$ cat src/design/spicsp_pkg.sv
// constants and types shared by the clock-stop serial port
package spicsp_pkg;

    // clock-stop mode encodings (clock polarity 0 only)
    localparam logic [1:0] MODE_10 = 2'h2;
    localparam logic [1:0] MODE_11 = 2'h3;

    // cpu clock, 40 ns period
    localparam int CPU_PERIOD_NS = 40;

    // internal rate clock is one quarter of the cpu clock
    localparam int RATE_INT_DIV = 4;
    // half of it: the generator counts half input periods
    localparam int HALF_TICK_CYC = RATE_INT_DIV / 2;

    // settings software must program while a slave
    localparam logic       SLV_SRC_SEL = 1'h1;
    localparam logic [7:0] SLV_DIVIDER = 8'h01;

    // slave output enable after select, in cpu periods (8P..16P)
    localparam int SLV_EN_DLY_NS  = 8 * CPU_PERIOD_NS;
    localparam int SLV_EN_DLY_CYC = (SLV_EN_DLY_NS + CPU_PERIOD_NS - 1)
                                    / CPU_PERIOD_NS;
    // slave output release after deselect, in cpu periods (4P..12P)
    localparam int SLV_DIS_DLY_NS  = 4 * CPU_PERIOD_NS;
    localparam int SLV_DIS_DLY_CYC = (SLV_DIS_DLY_NS + CPU_PERIOD_NS - 1)
                                     / CPU_PERIOD_NS;

    // reset values of the frame sync and bit clock pin state
    localparam logic FRAME_PIN_RST = 1'h1;
    localparam logic CLK_PIN_RST   = 1'h0;

    typedef enum logic [2:0] {
        ST_IDLE = 3'h0,
        ST_LEAD = 3'h1,
        ST_HIGH = 3'h3,
        ST_LOW  = 3'h2,
        ST_TAIL = 3'h6,
        SL_ARM  = 3'h4,
        SL_RUN  = 3'h5,
        SL_REL  = 3'h7
    } spicsp_state_t;

endpackage

$ cat src/design/spicsp_port.sv
// clock-stop (spi) serial port, master or slave, one cpu clock domain
// Overview of operation
// slave uses rate source 1 and divider 1, i.e. rate clock at cpu/4
// rate input period is 4 cpu periods, or the external rate clock
// bit clock period equals (divider+1) rate input periods
// high phase is divider/2+1 if even, (divider+1)/2 if odd or zero
// low phase is divider/2 if even, (divider+1)/2 if odd or zero
// frame polarities 1; master frame sync out becomes active-low enable
// slave inverts active-low enables on both frame sync pins
// master: transmit clock and frame sync outputs, receive pins inputs
// slave: all clock and frame sync directions are inputs
// enable goes low before first rising edge; transfer starts rising
// mode 10: data changes after rising edge, captured on falling
// mode 11: data changes after falling edge, captured on rising
// master 10: rise one low phase after enable; hold one period after
// master 11: rise one period after enable; hold one low phase after
// slave releases output 4 to 12 cpu periods after deselect
// slave first output bit valid 8 to 16 cpu periods after select
// all logic on cpu clock, soft reset returns everything to idle
`timescale 1ns/1ps
`default_nettype none

module spicsp_port
    import spicsp_pkg::*;
#(
    parameter int W = 8
) (
    // clock and reset
    input  wire logic         core_clk,
    input  wire logic         sys_rst,
    input  wire logic         soft_rst,
    // configuration
    input  wire logic         is_master,
    input  wire logic [1:0]   clock_stop_mode_sel,
    input  wire logic         rate_gen_src_sel,
    input  wire logic [7:0]   rate_gen_divider,
    input  wire logic         tx_frame_polarity,
    input  wire logic         rx_frame_polarity,
    // user side
    input  wire logic         tx_start,
    input  wire logic [W-1:0] tx_word,
    output logic              busy,
    output logic [W-1:0]      rx_word,
    output logic              rx_valid,
    output logic              rate_cfg_err,
    // direction bits
    output logic              tx_clock_dir,
    output logic              rx_clock_dir,
    output logic              tx_frame_dir,
    output logic              rx_frame_dir,
    // pins
    input  wire logic         ext_rate_clock,
    input  wire logic         tx_bit_clock_i,
    output logic              tx_bit_clock_o,
    output logic              tx_bit_clock_oe,
    input  wire logic         rx_bit_clock_i,
    input  wire logic         tx_frame_sync_i,
    output logic              tx_frame_sync_o,
    output logic              tx_frame_sync_oe,
    input  wire logic         rx_frame_sync_i,
    output logic              serial_out,
    output logic              serial_out_oe,
    input  wire logic         serial_in
);

    localparam int BW = $clog2(W + 1);

    typedef struct packed {
        spicsp_state_t st;
        logic          pre;
        logic          ext_q;
        logic          txc_q;
        logic          rxc_q;
        logic [8:0]    cnt;
        logic [3:0]    dly;
        logic [BW-1:0] bitn;
        logic [W-1:0]  sh;
        logic [W-1:0]  rsh;
        logic          first;
        logic          frame;
        logic          busy;
        logic [W-1:0]  rx_word;
        logic          rx_valid;
        logic          cfg_err;
        logic [3:0]    dirs;
        logic          clk_pin;
        logic          fs_pin;
        logic          sout;
        logic          sout_oe;
    } spicsp_regs_t;

    localparam spicsp_regs_t REGS_RST = '{
        st: ST_IDLE, fs_pin: FRAME_PIN_RST, clk_pin: CLK_PIN_RST,
        default: '0
    };

    // phase lengths in half rate-input periods
    function automatic logic [8:0] hi_len(input logic [7:0] d);
        if (d != 8'h00 && !d[0])
            hi_len = {1'b0, d} + 9'h002;
        else
            hi_len = {1'b0, d} + 9'h001;
    endfunction

    function automatic logic [8:0] lo_len(input logic [7:0] d);
        if (d != 8'h00 && !d[0])
            lo_len = {1'b0, d};
        else
            lo_len = {1'b0, d} + 9'h001;
    endfunction

    spicsp_regs_t r_r;
    spicsp_regs_t r_nxt;

    logic       src_eff;
    logic [7:0] div_eff;
    logic       ht;
    logic [8:0] hlen;
    logic [8:0] llen;
    logic       mode11;
    logic       tx_sel;
    logic       rx_sel;
    logic       txc_rise;
    logic       txc_fall;
    logic       rxc_rise;
    logic       rxc_fall;
    logic       last_bit;

    always_comb begin
        r_nxt = r_r;
        r_nxt.rx_valid = 1'b0;
        // slave runs the generator at cpu/4 whatever is programmed
        src_eff = is_master ? rate_gen_src_sel : SLV_SRC_SEL;
        div_eff = is_master ? rate_gen_divider : SLV_DIVIDER;
        r_nxt.cfg_err = !is_master && (rate_gen_src_sel != SLV_SRC_SEL
                        || rate_gen_divider != SLV_DIVIDER);
        // half ticks: every 2 cpu cycles, or each external clock edge
        r_nxt.ext_q = ext_rate_clock;
        if (src_eff) begin
            r_nxt.pre = ~r_r.pre;
            ht = r_r.pre;
        end else begin
            r_nxt.pre = 1'b0;
            ht = ext_rate_clock ^ r_r.ext_q;
        end
        hlen = hi_len(div_eff);
        llen = lo_len(div_eff);
        mode11 = clock_stop_mode_sel == MODE_11;
        // slave enables are active low on the pins
        tx_sel = tx_frame_sync_i ^ tx_frame_polarity;
        rx_sel = rx_frame_sync_i ^ rx_frame_polarity;
        r_nxt.txc_q = tx_bit_clock_i;
        r_nxt.rxc_q = rx_bit_clock_i;
        txc_rise = tx_bit_clock_i && !r_r.txc_q;
        txc_fall = !tx_bit_clock_i && r_r.txc_q;
        rxc_rise = rx_bit_clock_i && !r_r.rxc_q;
        rxc_fall = !rx_bit_clock_i && r_r.rxc_q;
        last_bit = r_r.bitn == BW'(W - 1);
        r_nxt.dirs = is_master ? 4'hA : 4'h0;

        unique case (r_r.st)
            ST_IDLE: begin
                if (is_master && tx_start && clock_stop_mode_sel[1]) begin
                    r_nxt.st = ST_LEAD;
                    r_nxt.frame = 1'b1;
                    r_nxt.busy = 1'b1;
                    r_nxt.cnt = '0;
                    r_nxt.bitn = '0;
                    r_nxt.sout_oe = 1'b1;
                    if (mode11) begin
                        r_nxt.sout = tx_word[W-1];
                        r_nxt.sh = tx_word << 1;
                    end else begin
                        r_nxt.sh = tx_word;
                    end
                end else if (!is_master && tx_start) begin
                    // slave preloads its word ahead of selection
                    r_nxt.sh = tx_word;
                end else if (!is_master && tx_sel) begin
                    r_nxt.st = SL_ARM;
                    r_nxt.busy = 1'b1;
                    r_nxt.dly = '0;
                    r_nxt.bitn = '0;
                end
            end
            ST_LEAD, ST_LOW: begin
                if (ht) begin
                    r_nxt.cnt = r_r.cnt + 9'h001;
                    // lead is one low phase in 10, a full period in 11
                    if ((r_r.st == ST_LEAD && mode11 &&
                         r_r.cnt == hlen + llen - 9'h001) ||
                        ((r_r.st == ST_LOW || !mode11) &&
                         r_r.cnt == llen - 9'h001)) begin
                        r_nxt.st = ST_HIGH;
                        r_nxt.cnt = '0;
                        r_nxt.clk_pin = 1'b1;
                        if (mode11) begin
                            r_nxt.rsh = {r_r.rsh[W-2:0], serial_in};
                        end else begin
                            r_nxt.sout = r_r.sh[W-1];
                            r_nxt.sh = r_r.sh << 1;
                        end
                    end
                end
            end
            ST_HIGH: begin
                if (ht) begin
                    r_nxt.cnt = r_r.cnt + 9'h001;
                    if (r_r.cnt == hlen - 9'h001) begin
                        r_nxt.clk_pin = 1'b0;
                        r_nxt.cnt = '0;
                        r_nxt.bitn = r_r.bitn + BW'(1);
                        r_nxt.st = last_bit ? ST_TAIL : ST_LOW;
                        if (!mode11) begin
                            r_nxt.rsh = {r_r.rsh[W-2:0], serial_in};
                        end else if (!last_bit) begin
                            r_nxt.sout = r_r.sh[W-1];
                            r_nxt.sh = r_r.sh << 1;
                        end
                    end
                end
            end
            ST_TAIL: begin
                if (ht) begin
                    r_nxt.cnt = r_r.cnt + 9'h001;
                    if ((!mode11 && r_r.cnt == hlen + llen - 9'h001) ||
                        (mode11 && r_r.cnt == llen - 9'h001)) begin
                        r_nxt.st = ST_IDLE;
                        r_nxt.frame = 1'b0;
                        r_nxt.sout_oe = 1'b0;
                        r_nxt.busy = 1'b0;
                        r_nxt.rx_word = r_r.rsh;
                        r_nxt.rx_valid = 1'b1;
                    end
                end
            end
            SL_ARM, SL_RUN: begin
                // capture uses the receive clock, gated by its own enable
                if (rx_sel && !r_r.bitn[BW-1 -: 1] | (r_r.bitn < BW'(W))) begin
                    if ((mode11 && rxc_rise) || (!mode11 && rxc_fall)) begin
                        r_nxt.rsh = {r_r.rsh[W-2:0], serial_in};
                        r_nxt.bitn = r_r.bitn + BW'(1);
                        if (last_bit) begin
                            r_nxt.rx_word = {r_r.rsh[W-2:0], serial_in};
                            r_nxt.rx_valid = 1'b1;
                        end
                    end
                end
                if (r_r.st == SL_ARM) begin
                    r_nxt.dly = r_r.dly + 4'h1;
                    if (r_r.dly == 4'(SLV_EN_DLY_CYC - 1)) begin
                        r_nxt.st = SL_RUN;
                        r_nxt.sout = r_r.sh[W-1];
                        r_nxt.sh = r_r.sh << 1;
                        r_nxt.sout_oe = 1'b1;
                        r_nxt.first = 1'b1;
                    end
                end else if (mode11 ? txc_fall : txc_rise) begin
                    // in 10 the first rising edge keeps the bit already out
                    r_nxt.first = 1'b0;
                    if (mode11 || !r_r.first) begin
                        r_nxt.sout = r_r.sh[W-1];
                        r_nxt.sh = r_r.sh << 1;
                    end
                end
                if (!tx_sel) begin
                    r_nxt.st = SL_REL;
                    r_nxt.dly = '0;
                end
            end
            SL_REL: begin
                r_nxt.dly = r_r.dly + 4'h1;
                if (r_r.dly == 4'(SLV_DIS_DLY_CYC - 1)) begin
                    r_nxt.st = ST_IDLE;
                    r_nxt.sout_oe = 1'b0;
                    r_nxt.busy = 1'b0;
                    r_nxt.sh = '0;
                end
            end
        endcase

        // master frame sync pin is the internal frame, inverted when tx_frame_polarity is 1
        r_nxt.fs_pin = r_nxt.frame ^ tx_frame_polarity;
        if (!is_master) begin
            r_nxt.clk_pin = CLK_PIN_RST;
        end
        if (soft_rst) begin
            r_nxt = REGS_RST;
        end
    end

    always_ff @(posedge core_clk or posedge sys_rst) begin
        if (sys_rst) begin
            r_r <= REGS_RST;
        end else begin
            r_r <= r_nxt;
        end
    end

    assign busy             = r_r.busy;
    assign rx_word          = r_r.rx_word;
    assign rx_valid         = r_r.rx_valid;
    assign rate_cfg_err     = r_r.cfg_err;
    assign tx_clock_dir     = r_r.dirs[3];
    assign rx_clock_dir     = r_r.dirs[2];
    assign tx_frame_dir     = r_r.dirs[1];
    assign rx_frame_dir     = r_r.dirs[0];
    assign tx_bit_clock_o   = r_r.clk_pin;
    assign tx_bit_clock_oe  = r_r.dirs[3];
    assign tx_frame_sync_o  = r_r.fs_pin;
    assign tx_frame_sync_oe = r_r.dirs[1];
    assign serial_out       = r_r.sout;
    assign serial_out_oe    = r_r.sout_oe;

endmodule

`default_nettype wire

$ cat config.mk
export PLATFORM = sky130hd
export DESIGN_NAME = spicsp_port
export DESIGN_NICKNAME = d
export VERILOG_FILES = /design/src/design/spicsp_pkg.sv /design/src/design/spicsp_port.sv
export SDC_FILE = /design/constraint.sdc
export NUM_CORES = 1
export LEC_CHECK = 0
export ABC_AREA = 1
export BUFFER_PORTS_ARGS = -buffer_cell sky130_fd_sc_hd__buf_2
export CAP_MARGIN = 25
export CELL_PAD_IN_SITES_DETAIL_PLACEMENT = 0
export CELL_PAD_IN_SITES_GLOBAL_PLACEMENT = 1
export CORE_MARGIN = 2
export CORE_UTILIZATION = 46
export DETAILED_ROUTE_END_ITERATION = 8
export GPL_ROUTABILITY_DRIVEN = 0
export PLACE_DENSITY_LB_ADDON = 0.1
export SYNTH_ARGS = -nofsm -noshare
export SYNTH_HDL_FRONTEND = slang
export SYNTH_SLANG_ARGS = --single-unit
$ cat constraint.sdc
create_clock -name core_clk -period 7 [get_ports core_clk]
set_clock_uncertainty 0.15 [all_clocks]
set_input_delay 0.7 -clock core_clk [delete_from_list [all_inputs] [get_ports core_clk]]
set_output_delay 0.7 -clock core_clk [all_outputs]
set_load 0.01 [all_outputs]
Yosys cells after proc, flatten, opt, wreduce, memory -nomap -nowiden:

Cells that the tools add are included.

* word-level logic and storage cells: 251
* output and inout port bits: 21
* register bits: 61

* bitwise operators: 7
* magnitude comparators: 1
* mux-type cells: 102
* add/subtract/negate cells: 9
* equal/unequal tests: 51
* reduce and logical (&&, ||, !) cells: 60

Operators by type and width (number)
* $mux W8: 17
* $mux W9: 11
* $ne A3 B3 Y1 const B: 22
* $mux W61: 1
* $ne A4 B4 Y1 const B: 12
* $mux W3: 14
* $mux W20: 2
* $pmux W8 S5: 1
* $pmux W9 S4: 1
* $mux W1: 32
* $mux W16: 2
* $eq A9 B9 Y1: 3
* $sub A9 B1 Y9 const B: 3
* $reduce_and A13 Y1: 2
* $mux W4: 6
* $pmux W4 S3: 2
* $pmux W8 S3: 1
* $mux W11: 2
* $logic_and A1 B1 Y1: 18
* $pmux W3 S6: 1
* $pmux W9 S2: 1
* $reduce_bool A4 Y1: 4
* $reduce_and A5 Y1: 3
* $reduce_bool A5 Y1: 3
* other kinds (36): 66

Logic depth before layout (Yosys ltp):

* depth in word-level cells: 14
* mapped depth: 32
* depth with buffers taken out: 32

Worst setup path before layout:

OpenSTA, ideal clock, no wires.

* path kind: input-to-reg
* start: input is_master
* end: register r_r[34] (netlist bit)
* buffers on the path: 2
* setup time: 117 ps
* setup slack: 2819 ps
* data arrival time: 3914 ps
* stages: 29
* data required time: 6733 ps
* path through: buf_6 -> nand2_4 -> inv_4 -> ha_1 -> nand2_2 -> nor2_8 -> nand2_8 -> nand2_8 -> nand2_2 -> nand2_1 -> inv_2 -> ha_1 -> inv_1 -> ha_1 -> nand2_1 -> nand2_1 -> inv_1 -> o31a_1 -> nand2_1 -> nand2_1 -> nand2_1 -> nand2_1 -> nor2_1 -> nand4_1 -> nand4_2 -> nand3_2 -> buf_6 -> nand2_1 -> o21ai_2

* longest elaborated chain between the ends: 11

Ends and longest elaborated chain
* from (decl): RTL line spicsp_port.sv:33 `input wire logic is_master,`
* branches (longest 11 deep; another with $add A8 B1 Y9)
* to (signal assigned): RTL line spicsp_port.sv:296 `r_r <= r_nxt;`
* to (decl): RTL line spicsp_port.sv:112 `spicsp_regs_t r_r;`

Parallel ways; which one is timed is not known.
A chain may end at the register's enable or synchronous reset.

Worst setup path in the final report:

* start: input is_master
* end: register r_r[33] (netlist bit)

The elaborated chain is that of the path after synthesis.

==> summary.md <==
| Metric | Value |
|---|---|
| Status | `completed` |
| Drc violations | `0` |
| First-pass GRT wire length | `25100 um` |
| Core area | `0.0116 mm2` |
| # port buffers | `50` |
| Crit share post-route | `0.727` |
| Routed via count | `5586` |
| Final count of negative-setup-slack endpoints | `0` |
| Initial core utilization | `0.476` |
| Post-synthesis sequential area ratio | `0.264` |
| Post-CTS sizing | `0` |
| Pwr Density | `279 mW/mm2` |
| Critical Path Max Stage Delay | `0.45 ns` |
| FFs w/ async S/R, synth | `1.00` |
| Clk sinks | `58` |
| Die width | `113 um` |
| Post-synth EDFFs | `0` |
| Reg2reg setup slack | `3.81 ns` |
| Die Y | `113 um` |
| Startpoint Class | `input pin` |
| Top_reg_cell synth | `dfrtp_1` |
| Max-cap violations | `0` |
| RR Endpoint | `r_r[51]$_DFFE_PP0P_` |
| Drt wl/cell | `14.5 um` |
| Design area | `0.00608 mm2` |
| Placed Cells | `1034` |
| Final worst slack | `1.91 ns` |
| H-Tree Depth | `3` |
| Final std cells w/o fill | `1050` |
| Worst min-delay path startpoint | `rx_word[5]$_DFFE_PP0P_` |
| Hold_buf cts | `0` |
| Cells after Synth | `870` |
| Detailed placer's ending HPWL | `11900 um` |
| Fin nets | `951` |
| R2R cell count | `10` |
| Clock Pin Slew Worst Setup and Hold Paths | `0.05 ns` |
| DR pass1 iterations | `5` |
| Largest net degree at the start of global routing | `59` |
| Vias/cell | `5.32` |
| Routed Antenna Nets | `0` |
| CTS Buffer Depth | `2` |
| Rel. slew slack | `0.380` |
| Area grow syn2layout | `10.4%` |
| Total track usage | `0.242` |
| Via count of the first global-routing pass | `5064` |
| YS warnings | `0` |
| Unique masters post-synth | `54` |
| Pre-CTS setup slack | `1.61 ns` |
| Critical R2R Launch | `r_r[59]$_DFFE_PP0P_` |
| Synthesis-stage register bit count | `58` |
| RSZ-0062 raised after global routing | `no` |
| Slowest CP cell | `nand3_2` |
| IO Count | `53` |
| Hold_ws | `0.318 ns` |
| CP Cell Sequence | `buf_2 > nand2_1 > inv_1 > ha_1 > inv_1 > xor2_1 > o21ai_4 > ha_1 > inv_1 > ha_1 > a21oi_1 > nor2_1 > a211oi_1 > nand2_1 > xor2_1 > nand2_1 > nor2_1 > nand4_1 > nand4_2 > nand3_2 > nand2_1 > o21ai_2` |
| CP max FO | `19` |
| Clock Latency Late Sink | `0.33 ns` |
| Synthesized area per cell | `6.33 um2` |
| Diode count | `0` |
| Min-Delay Path Depth | `2` |
| Setup TNS | `0 ns` |
| Pleak | `3.27 nW` |
| GR Overflow Total | `0` |
| CP dominant cell by count | `nand2_1` |
| Worst EP required | `7.05 ns` |
| Worst Setup Path Type | `input pin to flip-flop` |
| Critical path arrival | `5.14 ns` |
| Placed Area | `0.00576 mm2` |
| Max Slew Vio Count | `0` |
| Total CTS buffers | `9` |
| Die Footprint | `0.0129 mm2` |
| Clock root cell | `clkbuf_16` |
| F_max | `197 MHz` |
| Final hold vios | `0` |
| Post-CTS Setup Bufs | `0` |
| Initial antenna violation count | `0` |
| Worst slew pin tran | `0.926 ns` |
| Maximum vdd drop | `0.170 mV` |
| Hold/Removal Path Class | `flip-flop to flip-flop` |
| Hold Path Sink | `rx_word[5]$_DFFE_PP0P_` |
| Minimum clock period | `5.09 ns` |
| Final WL | `15200 um` |
| CTS tree | `yes` |
| DR iter-0 viols | `472` |
| Worst setup EP type | `flip-flop` |
| Cell Rows | `39` |
| Fraction of layout cells with a size suffix above 1 | `0.135` |
| Synth Cell Area | `0.00551 mm2` |
==> placed cells by master (no fill, tap or decap), drive strengths merged, types with 2 or more instances in the layout <==
cell type	netlist	layout
a211oi	2	2
a21oi	29	29
a31oi	6	6
buf	18	51
bufinv	0	2
clkbuf	13	11
clkinv	1	3
conb	1	2
dfrtp	57	57
ha	16	16
inv	126	126
nand2	287	287
nand3	79	79
nand3b	6	6
nand4	26	26
nor2	95	95
nor3	13	13
nor4	3	3
o2111a	2	2
o2111ai	2	2
o211ai	2	2
o21ai	47	47
or2	2	2
xnor2	7	7
xor2	17	17
==> power by group <==
part           internal [W]  total, W  switching (W)
sequential         0.000399  0.000445      0.0000459
clock              0.000320  0.000475       0.000155
combinational      0.000243  0.000778       0.000535
==> sequential cells by signal (all words and copies together), names as in the netlist <==
signal and flops:
rate_cfg_err 1, busy 1, serial_out 1, tx_frame_sync_o 1, tx_frame_dir 1, serial_out_oe 1
rx_valid 1, rx_word 8, tx_bit_clock_o 1, r_r 42
==> critical path: cells and delay by family <==
family                   cells  cell delay (ns)
buffers and inverters        4             0.74
adder cells (fa/ha/maj)      3             0.87
AND/OR/NAND/NOR              9             1.80
AO/OA/AOI/OAI                4             0.65
XOR/XNOR                     2             0.39
==> cells in the mapped netlist (3+ instances only) <==
| cell type | instances | share of area |
|---|---|---|
| nand2_1 | 265 | 0.18 |
| inv_1 | 120 | 0.082 |
| nor2_1 | 88 | 0.060 |
| nand3_1 | 72 | 0.065 |
| dfrtp_1 | 57 | 0.26 |
| o21ai_0 | 30 | 0.027 |
| a21oi_1 | 29 | 0.026 |
| nand4_1 | 25 | 0.028 |
| xor2_1 | 17 | 0.027 |
| ha_1 | 16 | 0.036 |
| nand2_2 | 16 | 0.018 |
| buf_4 | 13 | 0.018 |
| nor3_1 | 13 | 0.012 |
| clkbuf_1 | 12 | 0.0082 |
| o21ai_1 | 8 | 0.0073 |
| o21ai_2 | 8 | 0.013 |
| xnor2_1 | 7 | 0.011 |
| a31oi_1 | 6 | 0.0068 |
| nand3_2 | 6 | 0.011 |
| nand3b_1 | 6 | 0.0082 |
| inv_2 | 5 | 0.0034 |
| nand2_4 | 4 | 0.0082 |
| buf_2 | 3 | 0.0027 |
| nor2_2 | 3 | 0.0034 |
| nor4_1 | 3 | 0.0034 |
==> stage by stage <==
stage,utilization,power [W]
3_5_place_dp,0.498,0.00122
2_1_floorplan,-,0.00104
4_1_cts,0.526,0.00170
6_report,0.526,0.00170
5_1_grt,0.526,0.00183
3_3_place_gp,0.498,0.00120
==> logic make-up after synthesis <==
group / after synthesis / synth area share
buffers and inverters: 158 / 0.121
adder cells (fa/ha/maj): 17 / 0.0400
flip-flops: 58 / 0.264
other: 1 / 0.000681
AO/OA/AOI/OAI: 99 / 0.110
XOR/XNOR: 24 / 0.0382
AND/OR/NAND/NOR: 513 / 0.427
==> worst max-delay path by stage <==
stage / from / end / slack (ns) / cells past startpoint
finish: is_master / r_r[33]$_DFFE_PP0P_ / 1.91 / 22
global route: is_master / r_r[33]$_DFFE_PP0P_ / 1.52 / 22
CTS: is_master / r_r[33]$_DFFE_PP0P_ / 1.97 / 22
detailed placement: is_master / r_r[33]$_DFFE_PP0P_ / 1.61 / 22
global placement: is_master / r_r[33]$_DFFE_PP0P_ / 1.84 / 22
floorplan: is_master / r_r[34]$_DFFE_PP0P_ / 2.82 / 29
==> layout make-up <==
cell class | count | area (um2)
repair buffers | 51 | 258
flip-flops and latches | 58 | 1450
well taps | 143 | 179
clock buffers | 11 | 243
multi-input cells | 655 | 3400
clock inverters | 5 | 77.6
fillers | 1188 | 5480
inverters | 127 | 479
==> routing by layer <==
layer  global-route usage  wire (um)  vias to the layer above
met5                    0          0                        -
met4               0.0407         74                        0
met3               0.0446        782                        7
met2                0.371       6750                      132
met1                0.364       7600                     2600
li1                     -          -                     2847
Note: power is estimated with default switching activity, not from simulation.
